$ cat src/rtl/jump_inc_pkg.sv
// package for the long jump / file-byte increment execution block
// shared by the design and the bench: register map, field layout, phases, carriers
package jump_inc_pkg;

   // apb register byte offsets
   localparam logic [7:0] REG_CTRL   = 8'h00;  // bit0: extended instruction set enable
   localparam logic [7:0] REG_BANK   = 8'h04;  // bank_select_register, 4 bits
   localparam logic [7:0] REG_WORK   = 8'h08;  // working register, 8 bits
   localparam logic [7:0] REG_STATUS = 8'h0C;  // flags, read only
   localparam logic [7:0] REG_PC     = 8'h10;  // program counter, read only
   localparam logic [7:0] REG_INDEX  = 8'h14;  // base of indexed literal offset, 12 bits

   // reset values
   localparam logic        CTRL_RESET  = 1'b0;
   localparam logic [3:0]  BANK_RESET  = 4'h0;
   localparam logic [7:0]  WORK_RESET  = 8'h00;
   localparam logic [11:0] INDEX_RESET = 12'h000;
   localparam logic [20:0] PC_RESET    = 21'h000000;

   // status field positions
   localparam int FLAG_C           = 0;
   localparam int FLAG_DIGIT_CARRY = 1;
   localparam int FLAG_Z           = 2;
   localparam int FLAG_OVERFLOW    = 3;
   localparam int FLAG_N           = 4;

   // instruction encodings
   localparam logic [7:0]  JUMP_OPC    = 8'hEF;   // first word: opcode, k<7:0>
   localparam logic [5:0]  INC_OPC     = 6'h0A;   // 0010_10da_ffff_ffff
   localparam logic [7:0]  LIT_LIMIT   = 8'h5F;   // highest indexed literal offset
   localparam logic [3:0]  ACCESS_HIGH = 4'hF;    // bank of the upper access area
   localparam logic [3:0]  ACCESS_LOW  = 4'h0;    // bank of the lower access area

   // phase counter of the four-phase instruction cycle
   localparam logic [1:0] PH_Q1 = 2'h0;
   localparam logic [1:0] PH_Q2 = 2'h1;
   localparam logic [1:0] PH_Q3 = 2'h2;
   localparam logic [1:0] PH_Q4 = 2'h3;

   typedef enum logic [1:0] {
      OP_NONE     = 2'b00,
      OP_JUMP     = 2'b01,
      OP_JUMP_NOP = 2'b10,
      OP_INC      = 2'b11
   } op_type;

   typedef struct packed {
      logic        n;
      logic        overflow;
      logic        z;
      logic        digit_carry;
      logic        c;
   } flags_type;

   // data memory request carrier
   typedef struct packed {
      logic [11:0] addr;
      logic        rd;
      logic        we;
      logic [7:0]  wdata;
   } dmem_req_type;

   // apb answer carrier
   typedef struct packed {
      logic        ready;
      logic        slverr;
      logic [31:0] rdata;
   } apb_rsp_type;

endpackage

$ cat src/rtl/jump_and_increment_exec.sv
// execution block for the long jump and the file-byte increment of an 8-bit core
// assumes fetch and data memory run on mclk_i; instruction words and read data arrive
// from logic on the same clock, so they are not synchronised
// the block decodes two instructions only; any other word acts as a no-operation
// its registers are reached over apb, one aligned word each
// no interrupt and no clock enable: every register runs on every edge
`timescale 1ns/1ps
`default_nettype none

module jump_and_increment_exec
   import jump_inc_pkg::*;
#(
   parameter int PC_WIDTH = 21
) (
   input  wire logic         mclk_i,
   input  wire logic         resetn_i,
   // instruction words from fetch
   input  wire logic [15:0]  instr_i,
   input  wire logic         instr_valid_i,
   output logic [1:0]        phase_o,
   output logic [20:0]       pc_o,
   output logic              pc_load_o,
   output logic              flush_o,
   // data register file
   output logic [11:0]       dmem_addr_o,
   output logic              dmem_rd_o,
   output logic              dmem_we_o,
   output logic [7:0]        dmem_wdata_o,
   input  wire logic [7:0]   dmem_rdata_i,
   // apb slave
   input  wire logic         psel_i,
   input  wire logic         penable_i,
   input  wire logic         pwrite_i,
   input  wire logic [7:0]   paddr_i,
   input  wire logic [31:0]  pwdata_i,
   output logic [31:0]       prdata_o,
   output logic              pready_o,
   output logic              pslverr_o
);

   // the pc layout is fixed by the 20-bit target plus the byte bit; a narrower pc
   // could not reach the whole 2-Mbyte space and a wider one would have no source
   if (PC_WIDTH != 21) begin : g_bad_pc
      $error("jump_and_increment_exec: PC_WIDTH must be 21");
   end

   // every flip-flop of the block lives in this one record
   typedef struct packed {
      // phase sequencer and the instruction in flight
      logic [1:0]   phase;
      op_type       op;
      logic [15:0]  instr;
      // scratch of the running instruction
      logic [7:0]   klow;          // low target byte, kept from Q2 to Q4
      logic [7:0]   operand;
      logic [7:0]   result;
      flags_type    flags_new;     // held aside so a jump never touches the flags
      // state that software sees over apb
      flags_type    flags;
      logic [7:0]   work;
      logic [3:0]   bank;
      logic         ext_en;
      logic [11:0]  index_base;
      logic [20:0]  pc;
      // one-clock pulses towards fetch
      logic         pc_load;
      logic         flush;
      // carriers towards data memory and the bus
      dmem_req_type dmem;
      apb_rsp_type  apb;
   } state_type;

   // s is the registered state, next_s its value at the coming edge
   state_type s;
   state_type next_s;

   // true when the word is the first word of a long jump
   // the second word is taken in Q4 without a look at its opcode bits
   function automatic logic is_jump(input logic [15:0] w);
      return w[15:8] == JUMP_OPC;
   endfunction

   // true when the word is an increment of a file byte
   // d is bit 9 and a is bit 8 of the word
   function automatic logic is_inc(input logic [15:0] w);
      return w[15:10] == INC_OPC;
   endfunction

   // data address of a byte-oriented operand
   // the indexed base plus offset wraps inside 12 bits; software keeps the base
   // at least 96 bytes below the top of the data space
   function automatic logic [11:0] file_addr(input logic [15:0] w, input logic [3:0] bank,
                                             input logic ext_en, input logic [11:0] base);
      logic [7:0] f;
      f = w[7:0];
      if (w[8]) begin
         file_addr = {bank, f};
      end else if (ext_en && f <= LIT_LIMIT) begin
         file_addr = base + {4'h0, f};
      end else if (f <= LIT_LIMIT) begin
         file_addr = {ACCESS_LOW, f};
      end else begin
         file_addr = {ACCESS_HIGH, f};
      end
   endfunction

   // apb read mux; unmapped offsets answer zero
   // upper bits of every register read as zero
   function automatic logic [31:0] read_reg(input state_type r, input logic [7:0] a);
      case (a)
         REG_CTRL:   read_reg = {31'h00000000, r.ext_en};
         REG_BANK:   read_reg = {28'h0000000, r.bank};
         REG_WORK:   read_reg = {24'h000000, r.work};
         REG_STATUS: read_reg = {27'h0000000, r.flags};
         REG_PC:     read_reg = {11'h000, r.pc};
         REG_INDEX:  read_reg = {20'h00000, r.index_base};
         default:    read_reg = 32'h00000000;
      endcase
   endfunction

   // true for offsets that complete without an error response
   function automatic logic mapped(input logic [7:0] a);
      return a == REG_CTRL || a == REG_BANK || a == REG_WORK ||
             a == REG_STATUS || a == REG_PC || a == REG_INDEX;
   endfunction

   // next-state logic for the phase sequencer, execution and register bus
   // one clock per phase, each instruction cycle being four clocks:
   //   Q1  decode; an increment drives its address and read strobe for Q2
   //   Q2  operand byte or low target byte taken at the closing edge
   //   Q3  sum and flags formed; a write-back raises the write strobe for Q4
   //   Q4  destination, flags and pc written at the closing edge
   //   Q1  after a jump, pc_load_o and flush_o pulse and the word on instr_i is dropped
   // the phase runs free from reset, so fetch must line its words up with phase_o
   always_comb begin
      // locals of the compute phase and the bus handshake, cleared first so no latch is inferred
      logic [8:0] sum;
      logic [4:0] low_sum;
      logic       apb_done;
      sum      = 9'h000;
      low_sum  = 5'h00;
      apb_done = 1'b0;
      next_s   = s;

      // defaults: pulses last one clock unless a phase below raises them again
      next_s.phase   = s.phase + 2'h1;   // Q1..Q4 roll over every four clocks
      next_s.pc_load = 1'b0;
      next_s.flush   = 1'b0;

      case (s.phase)
         PH_Q1: begin
            // decode; the cycle after a long jump is forced to a no-operation
            // the word is copied every Q1 so Q2 and Q4 can read its fields
            next_s.instr = instr_i;
            if (s.op == OP_JUMP) begin
               next_s.op = OP_JUMP_NOP;
            end else if (instr_valid_i && is_jump(instr_i)) begin
               next_s.op = OP_JUMP;
            end else if (instr_valid_i && is_inc(instr_i)) begin
               next_s.op = OP_INC;
               // address and strobe go out together for the Q2 clock
               next_s.dmem.addr = file_addr(instr_i, s.bank, s.ext_en, s.index_base);
               next_s.dmem.rd   = 1'b1;
            end else begin
               next_s.op = OP_NONE;
            end
         end
         PH_Q2: begin
            // read: operand byte or low target byte
            // the read strobe stands for this one clock only
            next_s.dmem.rd = 1'b0;
            if (s.op == OP_JUMP) begin
               next_s.klow = s.instr[7:0];
            end
            if (s.op == OP_INC) begin
               next_s.operand = dmem_rdata_i;
            end
         end
         PH_Q3: begin
            // compute; flags held aside until the write phase ends
            if (s.op == OP_INC) begin
               sum     = {1'b0, s.operand} + 9'h001;
               low_sum = {1'b0, s.operand[3:0]} + 5'h01;
               next_s.result       = sum[7:0];
               next_s.flags_new.c           = sum[8];
               next_s.flags_new.digit_carry = low_sum[4];         // carry out of bit 3
               next_s.flags_new.z           = sum[7:0] == 8'h00;
               next_s.flags_new.n           = sum[7];
               next_s.flags_new.overflow    = s.operand == 8'h7F; // positive to negative
               // write-back: the strobe stands for exactly the Q4 clock
               if (s.instr[9]) begin
                  next_s.dmem.we    = 1'b1;
                  next_s.dmem.wdata = sum[7:0];
               end
            end
         end
         default: begin
            // Q4: write destination; second jump word is on instr_i now
            // the write strobe ends with this clock
            next_s.dmem.we = 1'b0;
            if (s.op == OP_JUMP) begin
               // second word: bits 11..0 carry the upper twelve target bits
               next_s.pc      = {instr_i[11:0], s.klow, 1'b0};
               next_s.pc_load = 1'b1;
               next_s.flush   = 1'b1;
            end
            if (s.op == OP_INC) begin
               // flags commit together with the destination
               next_s.flags = s.flags_new;
               if (!s.instr[9]) begin
                  next_s.work = s.result;
               end
            end
            // the forced no-operation cycle ends here; the next Q1 decodes again
            if (s.op == OP_JUMP_NOP) begin
               next_s.op = OP_NONE;
            end
         end
      endcase

      // apb: answer one clock into the access phase; writes land on the completing edge
      // the wait state lets the read mux see registers that settled at the previous edge,
      // at the cost of one clock per transfer
      // apb_done marks the edge at which the master samples pready high
      apb_done         = psel_i && penable_i && s.apb.ready;
      next_s.apb.ready = psel_i && penable_i && !s.apb.ready;

      // capture the answer at the edge that closes the wait state and raises pready
      if (psel_i && penable_i && !s.apb.ready) begin
         next_s.apb.slverr = !mapped(paddr_i);
         next_s.apb.rdata  = pwrite_i ? 32'h00000000 : read_reg(s, paddr_i);
      end else begin
         next_s.apb.slverr = 1'b0;
      end

      // register writes; read-only and unmapped offsets are ignored here
      if (apb_done && pwrite_i) begin
         case (paddr_i)
            REG_CTRL:  next_s.ext_en     = pwdata_i[0];
            REG_BANK:  next_s.bank       = pwdata_i[3:0];
            REG_INDEX: next_s.index_base = pwdata_i[11:0];
            REG_WORK: begin
               // the increment result wins a same-edge collision on the working register
               if (!(s.phase == PH_Q4 && s.op == OP_INC && !s.instr[9])) begin
                  next_s.work = pwdata_i[7:0];
               end
            end
            default: ;
         endcase
      end
   end

   // single state register; asynchronous reset loads constants only
   // phase 0 at reset makes the clock during release the first Q1
   always_ff @(posedge mclk_i or negedge resetn_i) begin
      if (!resetn_i) begin
         // the whole record to zero, then the reset values of the package
         s            <= '0;
         s.op         <= OP_NONE;
         s.work       <= WORK_RESET;
         s.bank       <= BANK_RESET;
         s.ext_en     <= CTRL_RESET;
         s.index_base <= INDEX_RESET;
         s.pc         <= PC_RESET;
      end else begin
         s <= next_s;
      end
   end

   // outputs taken straight from the state register
   // fetch side
   assign phase_o      = s.phase;
   assign pc_o         = s.pc;
   assign pc_load_o    = s.pc_load;
   assign flush_o      = s.flush;

   // data memory side
   assign dmem_addr_o  = s.dmem.addr;
   assign dmem_rd_o    = s.dmem.rd;
   assign dmem_we_o    = s.dmem.we;
   assign dmem_wdata_o = s.dmem.wdata;

   // bus side
   assign prdata_o     = s.apb.rdata;
   assign pready_o     = s.apb.ready;
   assign pslverr_o    = s.apb.slverr;

endmodule

`default_nettype wire

$ cat config.mk
export PLATFORM = sky130hd
export DESIGN_NAME = jump_and_increment_exec
export DESIGN_NICKNAME = d
export VERILOG_FILES = /design/src/rtl/jump_inc_pkg.sv /design/src/rtl/jump_and_increment_exec.sv
export SDC_FILE = /design/constraint.sdc
export NUM_CORES = 1
export LEC_CHECK = 0
export BUFFER_PORTS_ARGS = -buffer_cell sky130_fd_sc_hd__buf_2
export CORE_ASPECT_RATIO = 2
export CORE_MARGIN = 2
export CORE_UTILIZATION = 55
export DETAILED_ROUTE_END_ITERATION = 16
export HOLD_SLACK_MARGIN = 0.05
export PLACE_DENSITY = 0.81
export SYNTH_ARGS = -nofsm -noshare
export SYNTH_HDL_FRONTEND = slang
export SYNTH_SLANG_ARGS = --single-unit
$ cat constraint.sdc
create_clock -name mclk_i -period 4.1 [get_ports mclk_i]
set_input_delay 0.615 -clock mclk_i [delete_from_list [all_inputs] [get_ports mclk_i]]
set_output_delay 0.615 -clock mclk_i [all_outputs]
set_load 0.02 [all_outputs]
==> impl_results.md, run 1 <==
- DRT Wirelength: 17490 microns
- Register area share after synthesis: 50.03%
- Critical-path maximum fanout: 16
- Post-synth EDFFs: 0
- Clock latency on the worst-skew pair: 0.42 ns
- Core Box Area: 12120 sq um
- Post-DP HPWL: 13170 microns
- Routed vias/inst: 6.009
- Max Clock Freq: 0.3450 GHz
- CTS tree: built
- Cells after Synth: 634
- Routed Antenna Nets: 0
- Fin nets: 774
- Setup TNS: 0 ns
- Seq cells post-synth: 137
- Area contributors post-synth: dfrtp_1, mux2_2, buf_4
- Outcome: completed
- Asr flop ratio synth: 100.0%
- Maximum vdd drop: 0.0003489 V
- PD cells: 399.4 nW/um^2
- Most used DFF post-synth: dfrtp_1
- Remaining global-route overflow: 0
- First-pass GRT wire length: 27350 microns
- Gr usage total: 26.54%
- Setup CP Type: reg -> reg
- Final Hold Violating Endpoints: 0
- Actual slew at the worst max-slew pin: 0.9357 ns
- Layout cells sized above 1: 31.05%
- Num CTS Buffers: 17
- Boundary Pins: 151
- Setup repair bufs after CTS: 0
- DIE AREA: 13420 sq um
- FP Rows: 57
- Most frequent cells in the layout: dfrtp_1, buf_2, nand2_1
- Largest area contributor in the netlist: dfrtp_1
- Max_slew headroom: 37.43%
- Post-synthesis average cell area: 10.81 sq um
- Height of the die: 161.9 microns
- Filler cells: 997
- Die Wd: 82.93 microns
- CP arrival: 3.26 ns
- Clk root buf: clkbuf_16
- Final Cycle Share: 70.70%
- WP data required: 4.46 ns
- Hold WC Path Type: in -> async
- IO buf count: 118
- Routed len/inst: 20.58 microns
- DR vias: 5108
- DRT iter0 DRCs: 285
- Max-slew violations: 0
- RD Place Congestion: 0.9740
- DRC violations left: 0
- Area grow syn2layout: 11.12%
- Initial core utilization: 56.52%
- Vias in the first global route: 5351
- Leak pwr: 3.780 nW
- Largest net degree at the start of global routing: 90
- Drt pass-1 iters: 5
- Clk buf depth: 2
- Critical Path Start Type: flip-flop
- Area share of the largest cell type after synthesis: 50.03%
- Setup crit end kind: flip-flop
- Syn. warnings: 0
- Most common cell after layout, fill and taps aside: dfrtp_1
- H-tree level count: 4
- Clock sink count: 137
- Unrepaired setup endpoints after global routing: false
- Post-layout min period: 2.899 ns
- Max-cap violations: 0
- Resize count post-CTS: 0
- CTS hold repair buffers: 0
- Final total power: 3.041 mW
- Final setup vio count: 0
- Layout Skew: 0.01386 ns
- Cell Area, Synth: 6853 sq um
- Synth unique cells: 57
- Reg clk slew, reported paths: 0.07 ns
- Initial antenna violation count: 0
synthesized netlist by cell type, types with 3 or more instances:
library cell and count:
ha_1 14, buf_1 3, nand2_1 94, nor2b_1 3, mux2i_1 18, nand4_1 12
nor3_1 8, o31ai_1 4, o21ai_0 35, buf_2 5, a211o_1 3, a21o_1 4
buf_4 77, inv_1 11, mux2_2 54, a211oi_1 3, nor2_1 13, o221ai_1 4
xor2_1 4, nand3b_1 3, o21a_1 3, nand3_1 10, o2bb2ai_1 3, xnor2_1 4
clkbuf_1 15, a22o_1 17, a22oi_1 12, dfrtp_1 137, and2_1 5, a21oi_1 14
and3_1 4, a31oi_1 7
cell families after synthesis:
logic type / Yosys count / share of synthesized area [%]
buffers and inverters: 111 / 10.39
adders and majority gates: 15 / 2.848
AOI/OAI and AO/OA: 119 / 11.76
muxes: 72 / 11.50
other: 1 / 0.05472
DFF: 137 / 50.03
and+or+nand+nor: 171 / 12.40
xor gates and xnor gates: 8 / 1.022
layer usage:
layer | vias to the layer above | track usage (%) | wire length, microns
met3 | 91 | 5.742 | 839
met5 | - | 0 | 0
li1 | 2280 | - | -
met2 | 243 | 47.51 | 9478
met1 | 2494 | 24.91 | 5642
met4 | 0 | 23.17 | 1529
metrics by stage:
step | std cells | setup WS (ns) | hold WS, ns | utilization, % | cell area, sq um
after floorplan | 645 | 1.958 | 0.3194 | - | 6894
after global placement | 817 | 1.264 | 0.4416 | 58.20 | 7057
after detailed placement | 817 | 1.190 | 0.4615 | 58.20 | 7057
after CTS | 849 | 1.207 | 0.2793 | 62.79 | 7612
after global routing | 849 | 0.9565 | 0.3041 | 62.79 | 7612
final | 850 | 1.201 | 0.2435 | 62.81 | 7615
area by class of cell:
type / count / area [sq um] / area share (%)
Antenna cell: 1 / 2.502 / 0.03286
Clock buffer: 17 / 425.4 / 5.587
Clock inverter: 15 / 130.1 / 1.709
Inverter: 11 / 41.29 / 0.5422
Multi-Input combinational cell: 397 / 2754 / 36.16
Sequential cell: 137 / 3428 / 45.02
Tap cell: 147 / 183.9 / 2.415
Timing Repair Buffer: 125 / 649.4 / 8.528
flip-flops by register name, summed over array words and instances, names as in the netlist:
register,count
pready_o,1
s,69
pslverr_o,1
flush_o,1
dmem_addr_o,12
prdata_o,21
phase_o,2
dmem_we_o,1
dmem_rd_o,1
dmem_wdata_o,8
pc_o,20
worst paths after layout:
| kind | slack [ns] | cells after the start | end | start |
|---|---|---|---|---|
| max | 1.20 | 8 | dmem_addr_o[7]$_DFFE_PN0P_ | phase_o[0]$_DFF_PN0_ |
| min reg2reg | 0.47 | 2 | pc_o[2]$_DFFE_PN0P_ | s[131]$_DFFE_PN0P_ |
| min in group mclk_i | 0.43 | 2 | s[126]$_DFFE_PN0P_ | dmem_rdata_i[4] |
| max in group asynchronous | 2.98 | 2 | s[106]$_DFFE_PN0P_ | resetn_i |
| max reg2reg | 1.20 | 8 | dmem_addr_o[7]$_DFFE_PN0P_ | phase_o[0]$_DFF_PN0_ |
| min | 0.24 | 1 | s[154]$_DFFE_PN0P_ | resetn_i |
critical path, cell delays in order (launching register included):
cell and delay [ns]:
dfrtp_1 0.43, inv_1 0.12, ha_1 0.57, or4b_4 0.57, nor3_4 0.52, buf_4 0.32, and3_1 0.18, mux2i_1 0.08
nand2_1 0.07
power breakdown:
| part | total, mW | leakage [nW] | internal (mW) | switching, mW |
|---|---|---|---|---|
| clock network | 1.43 | 0.269 | 0.794 | 0.633 |
| logic | 0.205 | 1.74 | 0.0695 | 0.136 |
| registers | 1.41 | 1.78 | 1.38 | 0.0251 |
(Power assumes the default switching activity.)
==> run 2: changes to the inputs <==
==> constraint.sdc (replaced) <==
create_clock -name mclk_i -period 3 [get_ports mclk_i]
set_input_delay 0.45 -clock mclk_i [delete_from_list [all_inputs] [get_ports mclk_i]]
set_output_delay 0.45 -clock mclk_i [all_outputs]
set_load 0.02 [all_outputs]
==> impl_results.md, run 2 (synthesis results as in run 1) <==
- Area grow syn2layout: 13.09%
- DR top layer: met4
- Max-cap violations: 0
- Actual slew at the worst max-slew pin: 0.7445 ns
- Metal2 WL: 10030 microns
- Post-DP HPWL: 13350 microns
- Net Switching: 1.029 mW
- WP data required: 3.31 ns
- Routed len/inst: 20.82 microns
- CTS tree: built
- Leak pwr: 3.847 nW
- Core Box Area: 12120 sq um
- H-tree level count: 4
- Post-route insts no fill: 853
- Dpl ws: 0.4902 ns
- Reg clk slew, reported paths: 0.06 ns
- Crit path buffers/inverters: 2
- Layout cells sized above 1: 31.02%
- Setup crit end kind: flip-flop
- Sequential group share of total power: 42.8%
- Antenna cells: 0
- Initial antenna violation count: 0
- DIE AREA: 13420 sq um
- Wire length on met1: 5741 microns
- PD cells: 581.1 nW/um^2
- Top reg by flops: s
- Met3 wire length: 737 microns
- DRC violations left: 0
- CP arrival: 2.69 ns
- Clk buf depth: 2
- Power Internal: 3.475 mW
- Final Cycle Share: 79.46%
- Height of the die: 161.9 microns
- DR vias: 5087
- Gr usage total: 27.44%
- Layout Skew: 0.009963 ns
- Crit-path cells: inv_1, ha_1, or4b_4, nor3_4, buf_4, nand4_1, mux2i_1, nor2_1
- Unrepaired setup endpoints after global routing: false
- Final total power: 4.504 mW
- Max_slew headroom: 50.23%
- Placed insts: 820
- Final Util: 63.92%
- Clock sink count: 137
- Hold WC Path Type: in -> reg
- Vias in the first global route: 5529
- Boundary Pins: 151
- Clock latency on the worst-skew pair: 0.42 ns
- Max Clock Freq: 0.4195 GHz
- Outcome: completed
- Power share of the combinational group: 6.3%
- Setup TNS: 0 ns
- Setup repair bufs after CTS: 0
- Largest net degree at the start of global routing: 63
- Most frequent cells in the layout: dfrtp_1, buf_2, nand2_1
- Critical-path top delay cell: or4b_4
- Critical-path maximum fanout: 9
- Sw Share: 22.84%
- Clk pwr share: 50.9%
- First-pass GRT wire length: 28290 microns
- Final setup vio count: 0
- DRT Wirelength: 17760 microns
- Critical path's top delay family: simple AND/OR/NAND/NOR gates
- Post-layout min period: 2.384 ns
- Initial core utilization: 56.52%
- Num CTS Buffers: 17
- FP Rows: 57
- Setup CP Type: reg -> reg
- Final Hold Violating Endpoints: 0
- Drt pass-1 iters: 5
- R2R Setup Slk: 0.62 ns
- Most common cell after layout, fill and taps aside: dfrtp_1
- Clk root buf: clkbuf_16
- Max reg flops: 69
- RD Place Congestion: 0.9478
- Crit-path max cell delay: 0.49 ns
- Worst Slack Setup Final: 0.6163 ns
- Critical Path Start Type: flip-flop
- Max-slew violations: 0
- Maximum vdd drop: 0.0005207 V
- Routed vias/inst: 5.964
- IO buf count: 118
- DRT iter0 DRCs: 365
- Fin nets: 778
- Routed Antenna Nets: 0
- Remaining global-route overflow: 0
- Die Wd: 82.93 microns
[run 2: metal layers]
metal / global-route usage [%] / vias up
li1: - / 2284
met3: 5.843 / 70
met2: 51.83 / 202
met5: 0 / -
met4: 19.60 / 0
met1: 25.29 / 2531
[run 2: per-stage QoR]
step	instance area [sq um]	hold slack, ns
3_3_place_gp	7092	0.4086
3_5_place_dp	7092	0.4179
5_1_grt	7750	0.2516
2_1_floorplan	6894	0.1544
6_report	7750	0.2601
4_1_cts	7750	0.2503
[run 2: worst register-to-register path, stage by stage (launching register included)]
cell,delay (ns)
dfrtp_1,0.43
inv_1,0.13
ha_1,0.17
or4b_4,0.49
nor3_4,0.43
buf_4,0.25
nand4_1,0.12
mux2i_1,0.19
nor2_1,0.07
[run 2: final timing paths]
path                                      start  cells after the start                          end
setup / recovery           phase_o[0]$_DFF_PN0_                      8  dmem_addr_o[11]$_DFFE_PN0P_
hold / removal                      pwdata_i[8]                      2            s[87]$_DFFE_PN0P_
setup reg to reg           phase_o[0]$_DFF_PN0_                      8  dmem_addr_o[11]$_DFFE_PN0P_
hold reg to reg              s[135]$_DFFE_PN0P_                      2          pc_o[6]$_DFFE_PN0P_
max in group asynchronous              resetn_i                      3           s[112]$_DFFE_PN0P_
min in group asynchronous              resetn_i                      2          pc_o[1]$_DFFE_PN0P_
[run 2: cell type report]
class,count,area [sq um]
fill,932,4374
sequential,137,3428
multi-input combinational,397,2754
timing repair buffer,129,694.4
clock buffer,19,432.9
clock inverter,13,215.2
tap,147,183.9
inverter,11,41.29
[run 2: repair_timing]
action,in CTS,in global routing
gates resized for setup,0,0
endpoints found under the hold margin,44,0
hold buffers,1,0
[run 2: power groups by stage]
| stage | combinational, mW | clock, mW | sequential [mW] |
|---|---|---|---|
| 2_1_floorplan | 0.182 | 0 | 1.95 |
| 3_3_place_gp | 0.274 | 0 | 1.96 |
| 3_5_place_dp | 0.282 | 0 | 1.96 |
| 4_1_cts | 0.285 | 2.31 | 1.93 |
| 5_1_grt | 0.311 | 2.39 | 1.93 |
| 6_report | 0.285 | 2.29 | 1.93 |
